## src/inc/ias_pkg.sv

```systemverilog
// constants and carrier types for the integer add unit
// assumes a 64-bit register file of 64 entries, register 0 hardwired to zero
package ias_pkg;

  // ----------------------------------------------------------------
  // datapath shape
  // ----------------------------------------------------------------
  localparam int          XLEN         = 64;
  localparam int          NBYTE        = 8;
  localparam logic [5:0]  REG_LAST     = 6'h3f;  // neighbour of this one is the zero register

  // ----------------------------------------------------------------
  // instruction word fields
  // ----------------------------------------------------------------
  localparam int          OPC_HI       = 31;
  localparam int          OPC_LO       = 24;
  localparam int          SIZE_HI      = 23;
  localparam int          SIZE_LO      = 22;
  localparam int          SIMD_BIT     = 21;
  localparam int          RSV_BIT      = 20;
  localparam int          SAT_BIT      = 19;
  localparam int          CARRY_BIT    = 18;
  localparam int          IMM_HI       = 19;
  localparam int          IMM_LO       = 12;
  localparam int          SRC1_HI      = 17;
  localparam int          SRC1_LO      = 12;
  localparam int          SRC2_HI      = 11;
  localparam int          SRC2_LO      = 6;
  localparam int          DST_HI       = 5;
  localparam int          DST_LO       = 0;

  // size codes and their chunk masks (chunk bytes minus one)
  localparam logic [1:0]  SZ_BYTE      = 2'h0;
  localparam logic [1:0]  SZ_DOUBLE    = 2'h1;
  localparam logic [1:0]  SZ_QUAD      = 2'h2;
  localparam logic [1:0]  SZ_OCTA      = 2'h3;
  localparam logic [2:0]  MASK_BYTE    = 3'h0;
  localparam logic [2:0]  MASK_DOUBLE  = 3'h1;
  localparam logic [2:0]  MASK_QUAD    = 3'h3;
  localparam logic [2:0]  MASK_OCTA    = 3'h7;

  // opcode defaults; values are arbitrary and set per implementation
  localparam logic [7:0]  REG_SUM_OPC_DEF = 8'h10;
  localparam logic [7:0]  IMM_SUM_OPC_DEF = 8'h11;

  // ----------------------------------------------------------------
  // wishbone register map
  // ----------------------------------------------------------------
  localparam logic [7:0]  ADR_CTRL     = 8'h00;
  localparam logic [7:0]  ADR_STATUS   = 8'h04;
  localparam logic [7:0]  ADR_COUNT    = 8'h08;
  localparam int          CTRL_NARROW  = 0;   // 1: size code 11 means four bytes
  localparam int          STAT_ILLEGAL = 0;   // sticky, write one to clear
  localparam logic        CTRL_NARROW_RST = 1'b0;

  // ----------------------------------------------------------------
  // carriers
  // ----------------------------------------------------------------
  typedef struct packed {
    logic        valid;
    logic [31:0] instr;
    logic [63:0] srcFirst;   // register named by bits 17-12
    logic [63:0] srcSecond;  // register named by bits 11-6
  } ias_issue_t;

  typedef struct packed {
    logic        valid;
    logic [5:0]  dest;
    logic [63:0] data;
    logic        carryValid;
    logic [5:0]  carryDest;
    logic [63:0] carryData;
  } ias_wb_t;

  typedef struct packed {
    logic        valid;
    logic [5:0]  dest;
    logic        sat;
    logic        carryEn;
    logic [2:0]  mask;
    logic [7:0]  active;
    logic [63:0] passB;
    logic [63:0] s0;
    logic [63:0] s1;
    logic [7:0]  c0;
    logic [7:0]  c1;
  } ias_stage_t;

  typedef struct packed {
    logic        narrow;
    logic        illegalSticky;
    logic [31:0] opCount;
    logic        ack;
    logic [31:0] rdata;
    logic        illegal;
    ias_stage_t  stage;
    ias_wb_t     shortWb;
    ias_wb_t     longWb;
  } ias_state_t;

endpackage

```

## src/verilog/ias_add_unit.sv

```systemverilog
// integer add unit: register and byte-constant sums, scalar or partitioned
// assumes the decoder issues at most one operation per cycle and schedules the
// two writeback ports; the register file resolves writes to register zero
`timescale 1ns/1ns
// Contract
// RL1: register form adds fields 17-12, 11-6 into 5-0
// RL2: bits 23-22 choose size; scalar uses low part
// RL3: bit 21 splits word into carry-free chunks
// RL4: bit 19 clamps overflow to size maximum
// RL5: bit 18 writes 0x00/0x01 carry to dest+1
// RL6: no option set: overflow discarded, wrap-around
// RL7: saturation and carry act per chunk
// RL8: byte constant bits 19-12, zero-extended
// RL9: constant form has only size, SIMD, reserved
// RL10: constant added to every chunk when partitioned
// RL11: byte ops one cycle, wider two cycles
// RL12: new operation accepted every cycle
// RL13: feeding code keeps reserved bits zero
// RL14: size 00/01/10/11 = 1/2/4/8 bytes, narrow maps 11
// RL15: carry to register 63 is dropped; the code drops the carry of dest 63, bound for register 0
// RL16: feeding code never sets saturation and carry
// RL17: opcode values are implementation parameters
// RL18: saturation plus carry flagged illegal, not executed
module ias_add_unit
  import ias_pkg::*;
#(
  parameter logic [7:0] REG_SUM_OPC = REG_SUM_OPC_DEF,  // RL17
  parameter logic [7:0] IMM_SUM_OPC = IMM_SUM_OPC_DEF
)(
  input  wire logic        clk_sys,
  input  wire logic        rst,
  input  ias_issue_t       issue,
  input  wire logic        wb_cyc_i,
  input  wire logic        wb_stb_i,
  input  wire logic        wb_we_i,
  input  wire logic [7:0]  wb_adr_i,
  input  wire logic [3:0]  wb_sel_i,
  input  wire logic [31:0] wb_dat_i,
  output logic      [31:0] wb_dat_o,
  output logic             wb_ack_o,
  output ias_wb_t          shortWb,
  output ias_wb_t          longWb,
  output logic             illegalOp
);

  // ----------------------------------------------------------------
  // decode
  // ----------------------------------------------------------------
  logic [7:0]  opc;
  logic        isReg;
  logic        isImm;
  logic [1:0]  sizeCode;
  logic        simd;
  logic        satSel;
  logic        carrySel;
  logic        bad;
  logic        go;
  logic [7:0]  imm;
  logic [5:0]  dest;
  logic [2:0]  mask;
  logic [7:0]  active;
  logic [63:0] addend;
  logic [63:0] opB;
  // state is declared up here because the size decode already reads the narrow bit
  ias_state_t  cur;
  ias_state_t  nxt;

  assign opc      = issue.instr[OPC_HI:OPC_LO];
  assign isReg    = (opc == REG_SUM_OPC);
  assign isImm    = (opc == IMM_SUM_OPC);
  assign simd     = issue.instr[SIMD_BIT];                   // RL3
  assign satSel   = isReg & issue.instr[SAT_BIT];            // RL4 RL9
  assign carrySel = isReg & issue.instr[CARRY_BIT];          // RL5 RL9
  assign bad      = issue.valid & satSel & carrySel;         // RL18
  assign go       = issue.valid & (isReg | isImm) & ~bad;    // RL12
  assign imm      = issue.instr[IMM_HI:IMM_LO];              // RL8
  assign dest     = issue.instr[DST_HI:DST_LO];              // RL1
  assign opB      = issue.srcSecond;                         // RL1

  // size code; with the narrow control bit set, the largest code means four bytes
  always_comb begin
    sizeCode = issue.instr[SIZE_HI:SIZE_LO];
    if (cur.narrow && sizeCode == SZ_OCTA) begin
      sizeCode = SZ_QUAD;                                    // RL14
    end
    case (sizeCode)                                          // RL14
      SZ_BYTE:   mask = MASK_BYTE;
      SZ_DOUBLE: mask = MASK_DOUBLE;
      SZ_QUAD:   mask = MASK_QUAD;
      default:   mask = MASK_OCTA;
    endcase
  end

  // active bytes and second operand
  always_comb begin
    for (int i = 0; i < NBYTE; i++) begin
      // scalar: only the low chunk takes part; partitioned: all bytes
      active[i] = simd | ((3'(i) & ~mask) == 3'h0);          // RL2 RL3
      if (isImm) begin
        // zero-extended constant in the low byte of every active chunk
        addend[8*i +: 8] = (active[i] && (3'(i) & mask) == 3'h0) ? imm : 8'h00;  // RL8 RL10
      end else begin
        addend[8*i +: 8] = issue.srcFirst[8*i +: 8];         // RL1
      end
    end
  end

  // ----------------------------------------------------------------
  // byte slices
  // ----------------------------------------------------------------
  logic [63:0] sl0;
  logic [63:0] sl1;
  logic [7:0]  slc0;
  logic [7:0]  slc1;

  for (genvar g = 0; g < NBYTE; g++) begin : g_slice
    ias_byte_slice u_slice (
      .a     (opB[8*g +: 8]),
      .b     (addend[8*g +: 8]),
      .sum0  (sl0[8*g +: 8]),
      .sum1  (sl1[8*g +: 8]),
      .cout0 (slc0[g]),
      .cout1 (slc1[g])
    );
  end

  // ----------------------------------------------------------------
  // carry chain, clamp and neighbour word
  // ----------------------------------------------------------------
  // chain is cut at every chunk start, so chunks never see each other
  function automatic ias_wb_t finish(input logic [63:0] s0,
                                     input logic [63:0] s1,
                                     input logic [63:0] passB,
                                     input logic [7:0]  c0,
                                     input logic [7:0]  c1,
                                     input logic [7:0]  act,
                                     input logic [2:0]  msk,
                                     input logic        sat,
                                     input logic        carryEn,
                                     input logic [5:0]  dst);
    ias_wb_t    w;
    logic [7:0] co;
    logic [7:0] ci;
    logic [7:0] top;
    logic       prev;
    logic       nextTop;
    logic       start;
    w       = '0;
    co      = '0;
    ci      = '0;
    top     = '0;
    prev    = 1'b0;
    nextTop = 1'b0;
    for (int i = 0; i < NBYTE; i++) begin
      start = ((3'(i) & msk) == 3'h0);
      ci[i] = start ? 1'b0 : prev;                           // RL3
      co[i] = ci[i] ? c1[i] : c0[i];
      prev  = co[i];
    end
    // overflow of a chunk is the carry out of its top byte
    for (int i = NBYTE - 1; i >= 0; i--) begin
      top[i]  = ((3'(i) & msk) == msk) ? co[i] : nextTop;
      nextTop = top[i];
    end
    for (int i = 0; i < NBYTE; i++) begin
      start = ((3'(i) & msk) == 3'h0);
      if (!act[i]) begin
        w.data[8*i +: 8] = passB[8*i +: 8];                  // RL2
      end else if (sat && top[i]) begin
        w.data[8*i +: 8] = 8'hff;                            // RL4 RL7
      end else begin
        w.data[8*i +: 8] = ci[i] ? s1[8*i +: 8] : s0[8*i +: 8];  // RL6
      end
      if (act[i] && start && carryEn) begin
        w.carryData[8*i +: 8] = {7'h00, top[i]};             // RL5 RL7
      end
    end
    w.valid      = 1'b1;
    w.dest       = dst;
    w.carryValid = carryEn && (dst != REG_LAST);             // RL15
    w.carryDest  = 6'(dst + 6'h01);                          // RL5
    return w;
  endfunction

  // ----------------------------------------------------------------
  // state
  // ----------------------------------------------------------------
  logic       busHit;
  logic       byteOp;

  assign busHit = wb_cyc_i & wb_stb_i & ~cur.ack;
  assign byteOp = (mask == MASK_BYTE);

  // next state: pipeline, op counter and wishbone slave
  always_comb begin
    nxt         = cur;
    nxt.illegal = bad;                                       // RL18
    nxt.opCount = go ? 32'(cur.opCount + 32'h1) : cur.opCount;
    // byte ops leave after one register, the rest after two
    nxt.shortWb = '0;
    if (go && byteOp) begin
      nxt.shortWb = finish(sl0, sl1, opB, slc0, slc1, active, mask,
                           satSel, carrySel, dest);          // RL11
    end
    nxt.stage.valid   = go & ~byteOp;                        // RL11 RL12
    nxt.stage.dest    = dest;
    nxt.stage.sat     = satSel;
    nxt.stage.carryEn = carrySel;
    nxt.stage.mask    = mask;
    nxt.stage.active  = active;
    nxt.stage.passB   = opB;
    nxt.stage.s0      = sl0;
    nxt.stage.s1      = sl1;
    nxt.stage.c0      = slc0;
    nxt.stage.c1      = slc1;
    nxt.longWb = '0;
    if (cur.stage.valid) begin
      nxt.longWb = finish(cur.stage.s0, cur.stage.s1, cur.stage.passB, cur.stage.c0,
                          cur.stage.c1, cur.stage.active, cur.stage.mask,
                          cur.stage.sat, cur.stage.carryEn, cur.stage.dest);  // RL11
    end
    // bus: ack one cycle after the strobe, dropped the cycle after
    nxt.ack   = busHit;
    nxt.rdata = 32'h0;
    if (busHit && wb_we_i && wb_sel_i[0]) begin
      if (wb_adr_i == ADR_CTRL) begin
        nxt.narrow = wb_dat_i[CTRL_NARROW];
      end
      if (wb_adr_i == ADR_STATUS && wb_dat_i[STAT_ILLEGAL]) begin
        nxt.illegalSticky = 1'b0;
      end
    end
    if (busHit && !wb_we_i) begin
      case (wb_adr_i)
        ADR_CTRL:   nxt.rdata = {31'h0, cur.narrow};
        ADR_STATUS: nxt.rdata = {31'h0, cur.illegalSticky};
        ADR_COUNT:  nxt.rdata = cur.opCount;
        default:    nxt.rdata = 32'h0;                       // unmapped reads zero
      endcase
    end
    // a new illegal op beats a clear in the same cycle
    if (bad) begin
      nxt.illegalSticky = 1'b1;                              // RL18
    end
  end

  // state register
  always_ff @(posedge clk_sys) begin
    if (rst) begin
      cur        <= '0;
      cur.narrow <= CTRL_NARROW_RST;
    end else begin
      cur <= nxt;
    end
  end

  assign shortWb   = cur.shortWb;
  assign longWb    = cur.longWb;
  assign illegalOp = cur.illegal;
  assign wb_ack_o  = cur.ack;
  assign wb_dat_o  = cur.rdata;

  logic regByte;
  logic plainReg;
  assign regByte  = go && isReg && byteOp;
  assign plainReg = regByte && !satSel && !carrySel;
endmodule

```

## src/verilog/ias_byte_slice.sv

```systemverilog
// one byte of the adder, computed for both carry-in values
// assumes the caller picks the pair once the carry into the byte is known
`timescale 1ns/1ns
module ias_byte_slice
  import ias_pkg::*;
(
  input  wire logic [7:0] a,
  input  wire logic [7:0] b,
  output logic      [7:0] sum0,
  output logic      [7:0] sum1,
  output logic            cout0,
  output logic            cout1
);

  // carry-select pair: lets the second stage chain bytes with a mux only
  assign {cout0, sum0} = 9'({1'b0, a}) + 9'({1'b0, b});
  assign {cout1, sum1} = 9'({1'b0, a}) + 9'({1'b0, b}) + 9'h001;

endmodule

```

## config.mk

```make
export PLATFORM = sky130hd
export DESIGN_NAME = ias_add_unit
export DESIGN_NICKNAME = d
export VERILOG_FILES = /design/src/inc/ias_pkg.sv /design/src/verilog/ias_add_unit.sv /design/src/verilog/ias_byte_slice.sv
export SDC_FILE = /design/constraint.sdc
export NUM_CORES = 1
export LEC_CHECK = 0
export BUFFER_PORTS_ARGS = -buffer_cell sky130_fd_sc_hd__buf_2
export CELL_PAD_IN_SITES_DETAIL_PLACEMENT = 1
export CELL_PAD_IN_SITES_GLOBAL_PLACEMENT = 2
export CORE_ASPECT_RATIO = 2
export CORE_MARGIN = 4
export CORE_UTILIZATION = 30
export CTS_BUF_LIST = sky130_fd_sc_hd__clkbuf_16
export CTS_CLUSTER_SIZE = 14
export DETAILED_ROUTE_END_ITERATION = 10
export PLACE_DENSITY_LB_ADDON = 0.1
export SKIP_CTS_REPAIR_TIMING = 1
export SLEW_MARGIN = 20
export SYNTH_ARGS = -nofsm -noshare
export SYNTH_HDL_FRONTEND = slang
export SYNTH_HIERARCHICAL = 1
export SYNTH_SLANG_ARGS = --single-unit
export TNS_END_PERCENT = 50
```

## constraint.sdc

```tcl
create_clock -name clk_sys -period 6.62 [get_ports clk_sys]
set_input_delay 0.662 -clock clk_sys [delete_from_list [all_inputs] [get_ports clk_sys]]
set_output_delay 0.662 -clock clk_sys [all_outputs]
set_load 0.02 [all_outputs]
```

Word level (Yosys, flattened, before mapping)
Cells that the tools add are included.
- input port bits: 210
- output and inout port bits: 318
- flip-flop bits (word level): 580
- logic and storage cells: 347
- reductions and logical operators: 106
- $add $sub $neg: 19
- muxes and demuxes: 127
- bitwise logic cells: 40
- eq/ne operators: 9
- operator list (cell ; number):
    $mux W493 ; 1
    $mux W8 ; 60
    $mux W142 ; 2
    $pmux W32 S3 ; 1
    $add A8 B8 Y9 ; 8
    $add A9 B1 Y9 const B ; 8
    $logic_not A3 Y1 ; 21
    $mux W1 ; 61
    $logic_and A1 B1 Y1 ; 53
    $reduce_or A3 Y1 ; 16
    $add A32 B1 Y32 const B ; 1
    $not A1 Y1 ; 22
    $eq A8 B5 Y1 const B ; 2
    $logic_not A2 Y1 ; 7
    $add A6 B1 Y6 const B ; 2
    $ne A6 B6 Y1 const B ; 2
    $and A1 B1 Y1 ; 9
    $pmux W3 S3 ; 1
    $eq A8 B3 Y1 const B ; 1
    $eq A8 B4 Y1 const B ; 1
    $logic_not A8 Y1 ; 1
    $or A1 B1 Y1 ; 8
    $reduce_or A2 Y1 ; 3
    $eq A2 B2 Y1 const B ; 2
    6 further kinds ; 8

Logic depth before layout (Yosys ltp)
Gate-level depths: netlist (run 1).
- depth after elaboration: 37
- gate-level depth with buffers: 27
- depth with buffers taken out: 24

Modules after synthesis
The synthesis (run 1) kept the hierarchy.
- modules (own cells, without submodules) (module ; cells each ; times used ; area an instance (um2)):
    ias_add_unit ; 1983 ; 1 ; 19055.8
    ias_byte_slice at g_slice[2].u_slice ... ; 56 ; 5 ; 442.9
    ias_byte_slice at g_slice[0].u_slice ... ; 56 ; 2 ; 441.7
    ias_byte_slice at g_slice[7].u_slice ; 63 ; 1 ; 520.5

Worst setup path after synthesis (run 1)
No wires, ideal clock.
- path type: in2reg
- from: input port issue[157] in the netlist's numbering
- to: register cur (netlist bit shortWb[103])
- data arrival time: 6.783 ns
- data required time: 6.478 ns
- cell stages on the path: 26
- slack: -0.305 ns
- path through: or4b_2 -> nor2b_1 -> nand2_1 -> nor3b_1 -> nor2b_1 -> clkbuf_1 -> buf_2 -> a22o_1 -> ha_1 -> inv_1 -> fa_1 -> nand2b_1 -> nand2_1 -> a21oi_1 -> xnor2_1 -> nand4_1 -> xnor2_1 -> mux2_2 -> o221ai_1 -> or2_1 -> nand3_4 -> mux2i_4 -> mux2i_2 -> mux2i_1 -> a31oi_1 -> a21oi_1
- RTL lines (item ; RTL line ; text):
    start: declaration ; ias_add_unit.sv:32 ; input ias_issue_t issue,
    end signal: assignment ; ias_add_unit.sv:253 ; cur <= nxt;
    end: declaration ; ias_add_unit.sv:65 ; ias_state_t cur;

==> results.md, run 1 <==
Run status:
- The flow ran to the end, and the final reports show no timing, DRC or antenna violations.

Min path:
- The worst hold-check path type is primary input to flip-flop.
- The launch instance of the worst min-delay path is issue[6].

Place:
- The final RePlAce weighted congestion is 0.819.
- The HPWL after detailed placement is 61.3 mm.
- Timing analysis after detailed placement gives a worst setup slack of -418 ps.
- The count of buffers added on input and output ports is 374.

Critical path:
- The sum of buffers and inverters on the critical path is 7.
- By instance count, the cell type seen most on the critical path is buf_4.
- In this run the register-to-register setup slack is 1230 ps.
- The startpoint identified for the worst register-to-register timing path is cur[579].
- The classification of the worst setup path is primary input to flip-flop.
- The largest single stage delay on the critical path is 720 ps.
- The maximum fanout encountered on the critical timing path is 8.
- On the critical path the largest part of the delay comes from simple AND/OR/NAND/NOR gates.
- STA puts the critical path data required time at 7070 ps.
- The data arrival time of the worst path is 6730 ps.
- The nature of the critical path endpoint is a flip-flop.
- The launch point of the critical path is issue[157].
- STA classifies the critical path startpoint as a primary input.
- The slowest stage of the critical path belongs to the cell or4b_2.

Route:
- The number of vias after detailed routing is 17300.
- The post-detailed-routing wire length is 78.1 mm.
- The violation count after the first detailed-route iteration is 395.
- After detailed routing, the number of remaining DRC violations is 0.
- The via density per instance is 4.66.
- Before antenna repair, the detailed router went through 4 iterations.
- The mean routed wirelength per cell is 21.1 um.
- The residual antenna-violating net count after detailed routing is 0.

Final layout:
- The growth of design area from synthesis to finish is 14.5%.
- The count of nets after finishing is 2955.
- The area of the multi-input gates is 10800 um2.
- Measured on the finished design, the core utilization comes to 0.348.
- The fraction of final layout cells with drive strength greater than 1 is 0.253.
- The sequential cell area is 9110 um2.
- Fill cells in the final layout number 8680.

Floorplan:
- The count of boundary I/O pins is 528.
- After floorplanning, the core was divided into 141 placement rows.
- The area of the die is 79900 um2.
- The initial core utilization is 0.304.
- The placeable core region is 74300 um2.
- The die boundary height is 396 um.
- The width of the chip is 202 um.

CTS:
- TritonCTS built the clock tree.
- The root buffer cell is clkbuf_16.
- The clock-pin slew reported for the worst setup and hold paths after clock tree synthesis is 60 ps.
- The number of buffers created by CTS is 45.
- The H-tree was split into 2 levels.
- The clock sink count is 455.
- The maximum root-to-sink buffer count is 3.
- The clock reaches the later pin of the worst-skew pair after 600 ps.

Synth:
- The post-synth design cell area is 22500 um2.
- The number of warnings reported in the yosys synthesis log is 6.
- Dividing the synthesized area by the synthesized cell count gives 9.31 um2.
- In the synthesized netlist, the number of instances is 2422.

Timing:
- The clock arrives with 25.8 ps of skew.
- Across all setup checks in the final design, the least slack found is 340 ps.
- Setup repair after global routing left no endpoint under its margin.
- The final-report max-slew violation count is 0.
- For the pin with the worst max-slew slack, the measured transition is 954 ps.
- The period utilization is 0.949.
- The total count of hold-check failures in the final report is 0.
- After layout, the minimum clock period comes to 6280 ps.
- Setup violations remaining at the end of the flow were counted as 0.
- The top achievable clock speed is 159 MHz.
- In this run the tightest slew margin relative to its limit is 0.364.

Job:
- The max-cap check violation count is 0.

Power and ir drop:
- Across the VDD grid, the largest voltage drop is 186 uV.
- Dividing total power by cell area gives a power density of 261 nW/um2.
- The leakage component of the power is 11.7 nW.

Global routing:
- Entering global routing, the biggest net connects 109 pins.
- The number of antenna violations at the first check in global routing is 15.
- The total congestion overflow is 0.
- The first-pass GRT wire length is 116 mm.
- In the global route stage, overall resource usage came out at 0.189.
- The number of global-route vias before repair is 18600.
worst reg2reg max path: stages, from the launching register on:
cell      delay (ps)
dfxtp_1          400
and2b_1          250
nand2_1          170
and2_1           410
nand2_1          120
o21ai_0          160
ha_1             190
inv_1             50
fa_1             390
nand2b_1         180
a21oi_1          220
o21ai_0          160
a211oi_2         230
nand4_1          260
xnor2_1          310
nand4_2          160
nand3_4          120
mux2i_4          270
mux2i_4          460
o21ai_1          180
buf_4            270
o221a_2          260
flip-flops by register name, indices dropped and copies added, names as in the netlist:
signal     cells
illegalOp      1
shortWb       86
wb_ack_o       1
cur          249
longWb        86
wb_dat_o      32
worst paths after layout:
path	end	cells past startpoint
min reg2reg	longWb[64]	1
max	shortWb[124]	29
min	cur[434]	2
max reg2reg	shortWb[127]	21
placed cells by master, fill, tap and decap left out, types with 7 or more instances in the layout:
master	instances
buf_4	133
o21ai_0	134
nor3_1	10
buf_2	373
a22o_1	49
or3_1	9
a211oi_1	33
dfxtp_1	454
a21oi_1	92
or2_2	8
o221a_2	16
conb_1	112
and3_2	7
nand2_1	98
nor2b_1	220
xnor2_1	69
clkinv_1	7
nor2_1	120
nand3_1	38
nand4_1	10
o211ai_1	13
and3_1	22
xor2_1	52
mux2i_1	95
mux2_2	27
o21a_1	13
inv_1	80
and2_1	53
ha_1	74
clkbuf_16	46
o31a_1	8
nand2b_1	20
a31oi_1	54
o21bai_2	7
a21o_1	15
fa_1	8
and4_1	12
metrics by stage:
stage                     setup TNS, ps  area (um2)  power, mW  hold slack [ps]  cells
after floorplan                       0       23000       3.86              426   2533
after global placement           -12170       24400       4.27              461   3614
after detailed placement         -18270       24400       4.30              468   3615
after CTS                             0       25800       6.85              263   3695
after global routing                  0       25800       7.07              291   3697
final                                 0       25800       6.73              309   3701
layer usage:
metal  global-route usage  vias up  share of wire
met3               0.0437      100          0.060
li1                     -     8309              -
met5                    0        -         0.0017
met2                0.364      490           0.53
met4               0.0523       20          0.026
met1                0.204     8340           0.38
layout make-up:
class	instances	area share
multi-input combinational	1580	0.420
sequential	455	0.353
timing repair buffer	511	0.115
tap	1001	0.0485
clock buffer	46	0.0446
inverter	70	0.0102
clock inverter	34	0.00906
antenna	4	0.000388
report_power, final:
| group | leakage [nW] | switching (mW) | total, mW | internal (mW) |
|---|---|---|---|---|
| logic | 7.26 | 0.731 | 1.31 | 0.576 |
| clock network | 0.714 | 1.15 | 2.50 | 1.34 |
| registers | 3.72 | 0.0481 | 2.92 | 2.87 |
No activity file was read; power rests on OpenSTA's default activity.
==> run 2: changes to the inputs <==
--- a/config.mk
+++ b/config.mk
@@ -6,15 +6,13 @@
 export NUM_CORES = 1
 export LEC_CHECK = 0
 export BUFFER_PORTS_ARGS = -buffer_cell sky130_fd_sc_hd__buf_2
-export CELL_PAD_IN_SITES_DETAIL_PLACEMENT = 1
-export CELL_PAD_IN_SITES_GLOBAL_PLACEMENT = 2
 export CORE_ASPECT_RATIO = 2
 export CORE_MARGIN = 4
-export CORE_UTILIZATION = 30
+export CORE_UTILIZATION = 45
 export CTS_BUF_LIST = sky130_fd_sc_hd__clkbuf_16
 export CTS_CLUSTER_SIZE = 14
 export DETAILED_ROUTE_END_ITERATION = 10
-export PLACE_DENSITY_LB_ADDON = 0.1
+export PLACE_DENSITY = 0.71
 export SKIP_CTS_REPAIR_TIMING = 1
 export SLEW_MARGIN = 20
 export SYNTH_ARGS = -nofsm -noshare
==> results.md, run 2 (same netlist as run 1, synthesis figures left out) <==
Critical path:
- Measured in cells, the most critical reg-to-reg path has a length of 22.
- The dominant delay contributor by cell family on the critical path is simple AND/OR/NAND/NOR gates.
- STA puts the critical path data required time at 7060 ps.
- The classification of the worst setup path is primary input to flip-flop.
- For the worst setup path, the data arrival time is 6640 ps.
- The slowest stage cell on the critical path is or4b_2.
- The nature of the critical path endpoint is a flip-flop.
- The most numerous cell type found on the critical path is buf_4.
- The largest stage delay on the critical path is 730 ps.
- STA classifies the critical path startpoint as a primary input.
- The endpoint identified for the worst register-to-register timing path is shortWb[130].
- In this run the worst path has a maximum fanout of 8.
- The sum of buffers and inverters on the critical path is 5.
- The register-to-register path setup slack is 1340 ps.
- The startpoint of the lowest-slack register-to-register path is cur[579].

Floorplan:
- From left edge to right edge, the die measures 166 um.
- The die covers 54000 um2.
- The count of boundary I/O pins is 528.
- The count of standard-cell rows is 115.
- The placeable core region is 49400 um2.
- The initial utilization of the core area, before any placement, comes to 0.457.
- The die boundary height is 325 um.

CTS:
- The root buffer cell is clkbuf_16.
- After clock tree synthesis, the clock-pin slew on the worst setup and hold paths is 60 ps.
- For this design, the sink count on the clock tree is 455.
- The number of buffers created by CTS is 42.
- The H-tree depth reported by CTS is 2.
- The clock latency at the later pin of the worst-skew pair is 560 ps.
- The maximum root-to-sink buffer count is 3.
- The clock tree from TritonCTS is yes.

Power and ir drop:
- Across the VDD grid, the largest voltage drop is 204 uV.
- Dividing total power by cell area gives a power density of 260 nW/um2.
- The post-route total power is 6.49 mW.
- The leakage component of the power is 11.4 nW.

Final layout:
- The library cell used most frequently in the layout, excluding fill and tap cells, is dfxtp_1.
- The growth of design area from synthesis to finish is 10.6%.
- The fraction of final layout cells with drive strength greater than 1 is 0.237.
- The flip-flop count of the largest register, all copies and words added is 249.
- cur holds more flip-flops than any other register.
- The top cell types in the final layout, fill and taps aside, are dfxtp_1, buf_2, nor2b_1.
- The filler-free cell count of the finished design is 3290.
- The count of nets after finishing is 2907.
- With fillers left out, the area of the finished cells amounts to 24900 um2.

Timing:
- Setup repair after global routing left no endpoint under its margin.
- The clock skew is 18.0 ps.
- The top achievable clock speed is 161 MHz.
- The headroom to the max-slew limit is 0.300.
- The final-report max-slew violation count is 0.
- The post-layout minimum cycle time is 6200 ps.
- The worst path setup slack after routing is 422 ps.
- At the pin with the least slew margin, the transition time is 1050 ps.
- Setup violations remaining at the end of the flow were counted as 0.
- In the final timing run, aggregate negative setup slack is 0 ps.
- The period utilization is 0.936.
- The total count of hold-check failures in the final report is 0.

Place:
- The HPWL after detailed placement is 51.3 mm.
- Routability-driven placement finished with a final weighted congestion of 0.950.
- The placed cell count is 3211.
- The post-placement worst setup slack is -174 ps.
- The placed instance area is 23600 um2.
- The quantity of I/O buffers inserted on ports is 374.

Job:
- Across the run, the number of max-cap violations was 0.

Run status:
- The run finished with clean final reports.

Min path:
- The worst hold path terminates at shortWb[64].
- The number of stages on the worst hold path is 2.
- The launch instance of the worst min-delay path is issue[128].
- The worst hold-check path type is primary input to flip-flop.

Global routing:
- The maximum number of pins on one net before global-route repair is 90.
- The number of antenna violations at the first check in global routing came to 12.
- The first global-routing pass estimated 98.9 mm of wire.
- In the global route stage, overall resource usage came out at 0.234.
- The total congestion overflow is 0.
- The number of global-route vias before repair is 17500.

Route:
- The detail route stage leaves a number of antenna-violating nets equal to 0.
- The pre-antenna-repair detailed-routing pass consisted of 6 iterations.
- The mean routed wirelength per cell is 20.0 um.
- The via density per instance is 5.20.
- In this run, the number of DRC markers left after iteration 0 of detailed routing was 887.
- Wires add up to 66.0 mm.
- After detailed routing, the number of remaining DRC violations is 0.
- The number of vias after detailed routing is 17100.
## run 2: cell count changes in the layout (fill, tap and decap cells not counted), sizes merged
cell,delta
clkinv,-8
clkinvlp,-3
clkbuf,-2
buf,-44
inv,-2
diode,+6
## run 2: cell type report
cell class                 instances  area (um2)
sequential                       455        9110
clock inverter                    21         163
clock buffer                      45        1130
inverter                          70         263
tap                              643         805
antenna                           10        25.0
multi-input combinational       1580       10800
fill                            4541       24400
timing repair buffer             466        2630
## run 2: routing by layer
layer | wire length [um] | GRT usage | vias to the layer above | part of all wire
li1 | - | - | 8204 | -
met1 | 22700 | 0.233 | 8028 | 0.34
met2 | 35100 | 0.449 | 697 | 0.53
met3 | 4000 | 0.0376 | 176 | 0.061
met4 | 4170 | 0.140 | 0 | 0.063
met5 | 0 | 0 | - | 0
## run 2: worst register-to-register path: stages (launching register included)
cell and delay, ps:
dfxtp_1 460, and2b_1 260, nand2_1 130, and2_1 360, nand2_1 100, o21ai_0 190, ha_1 210, inv_1 70
fa_1 400, nand2b_1 180, a21oi_1 230, o21ai_0 160, a211oi_2 240, nand4_1 170, xnor2_1 310, nand4_2 180
nand3_4 130, mux2i_4 280, mux2i_4 400, buf_4 200, o21ai_1 60, buf_4 200, o221a_2 270
## run 2: how the worst max path moves through the flow
stage / startpoint / endpoint / depth (start not counted)
after floorplan: issue[157] / shortWb[119] / 27
after global placement: issue[157] / shortWb[88] / 27
after detailed placement: issue[157] / shortWb[89] / 27
after CTS: issue[157] / shortWb[87] / 27
after global routing: issue[157] / shortWb[98] / 27
final: issue[157] / shortWb[130] / 27
## run 2: report_power, final
part | internal (mW) | switching (mW) | total (mW)
sequential | 2.87 | 0.0483 | 2.92
combinational | 0.542 | 0.690 | 1.23
clock | 1.30 | 1.04 | 2.33
total | 4.71 | 1.77 | 6.49
## run 2: stage by stage
| stage | hold slack, ps | utilization |
|---|---|---|
| after global routing | 338 | 0.505 |
| final | 332 | 0.505 |
| after global placement | 454 | 0.478 |
| after CTS | 302 | 0.504 |
| after detailed placement | 454 | 0.478 |
| after floorplan | 426 | - |
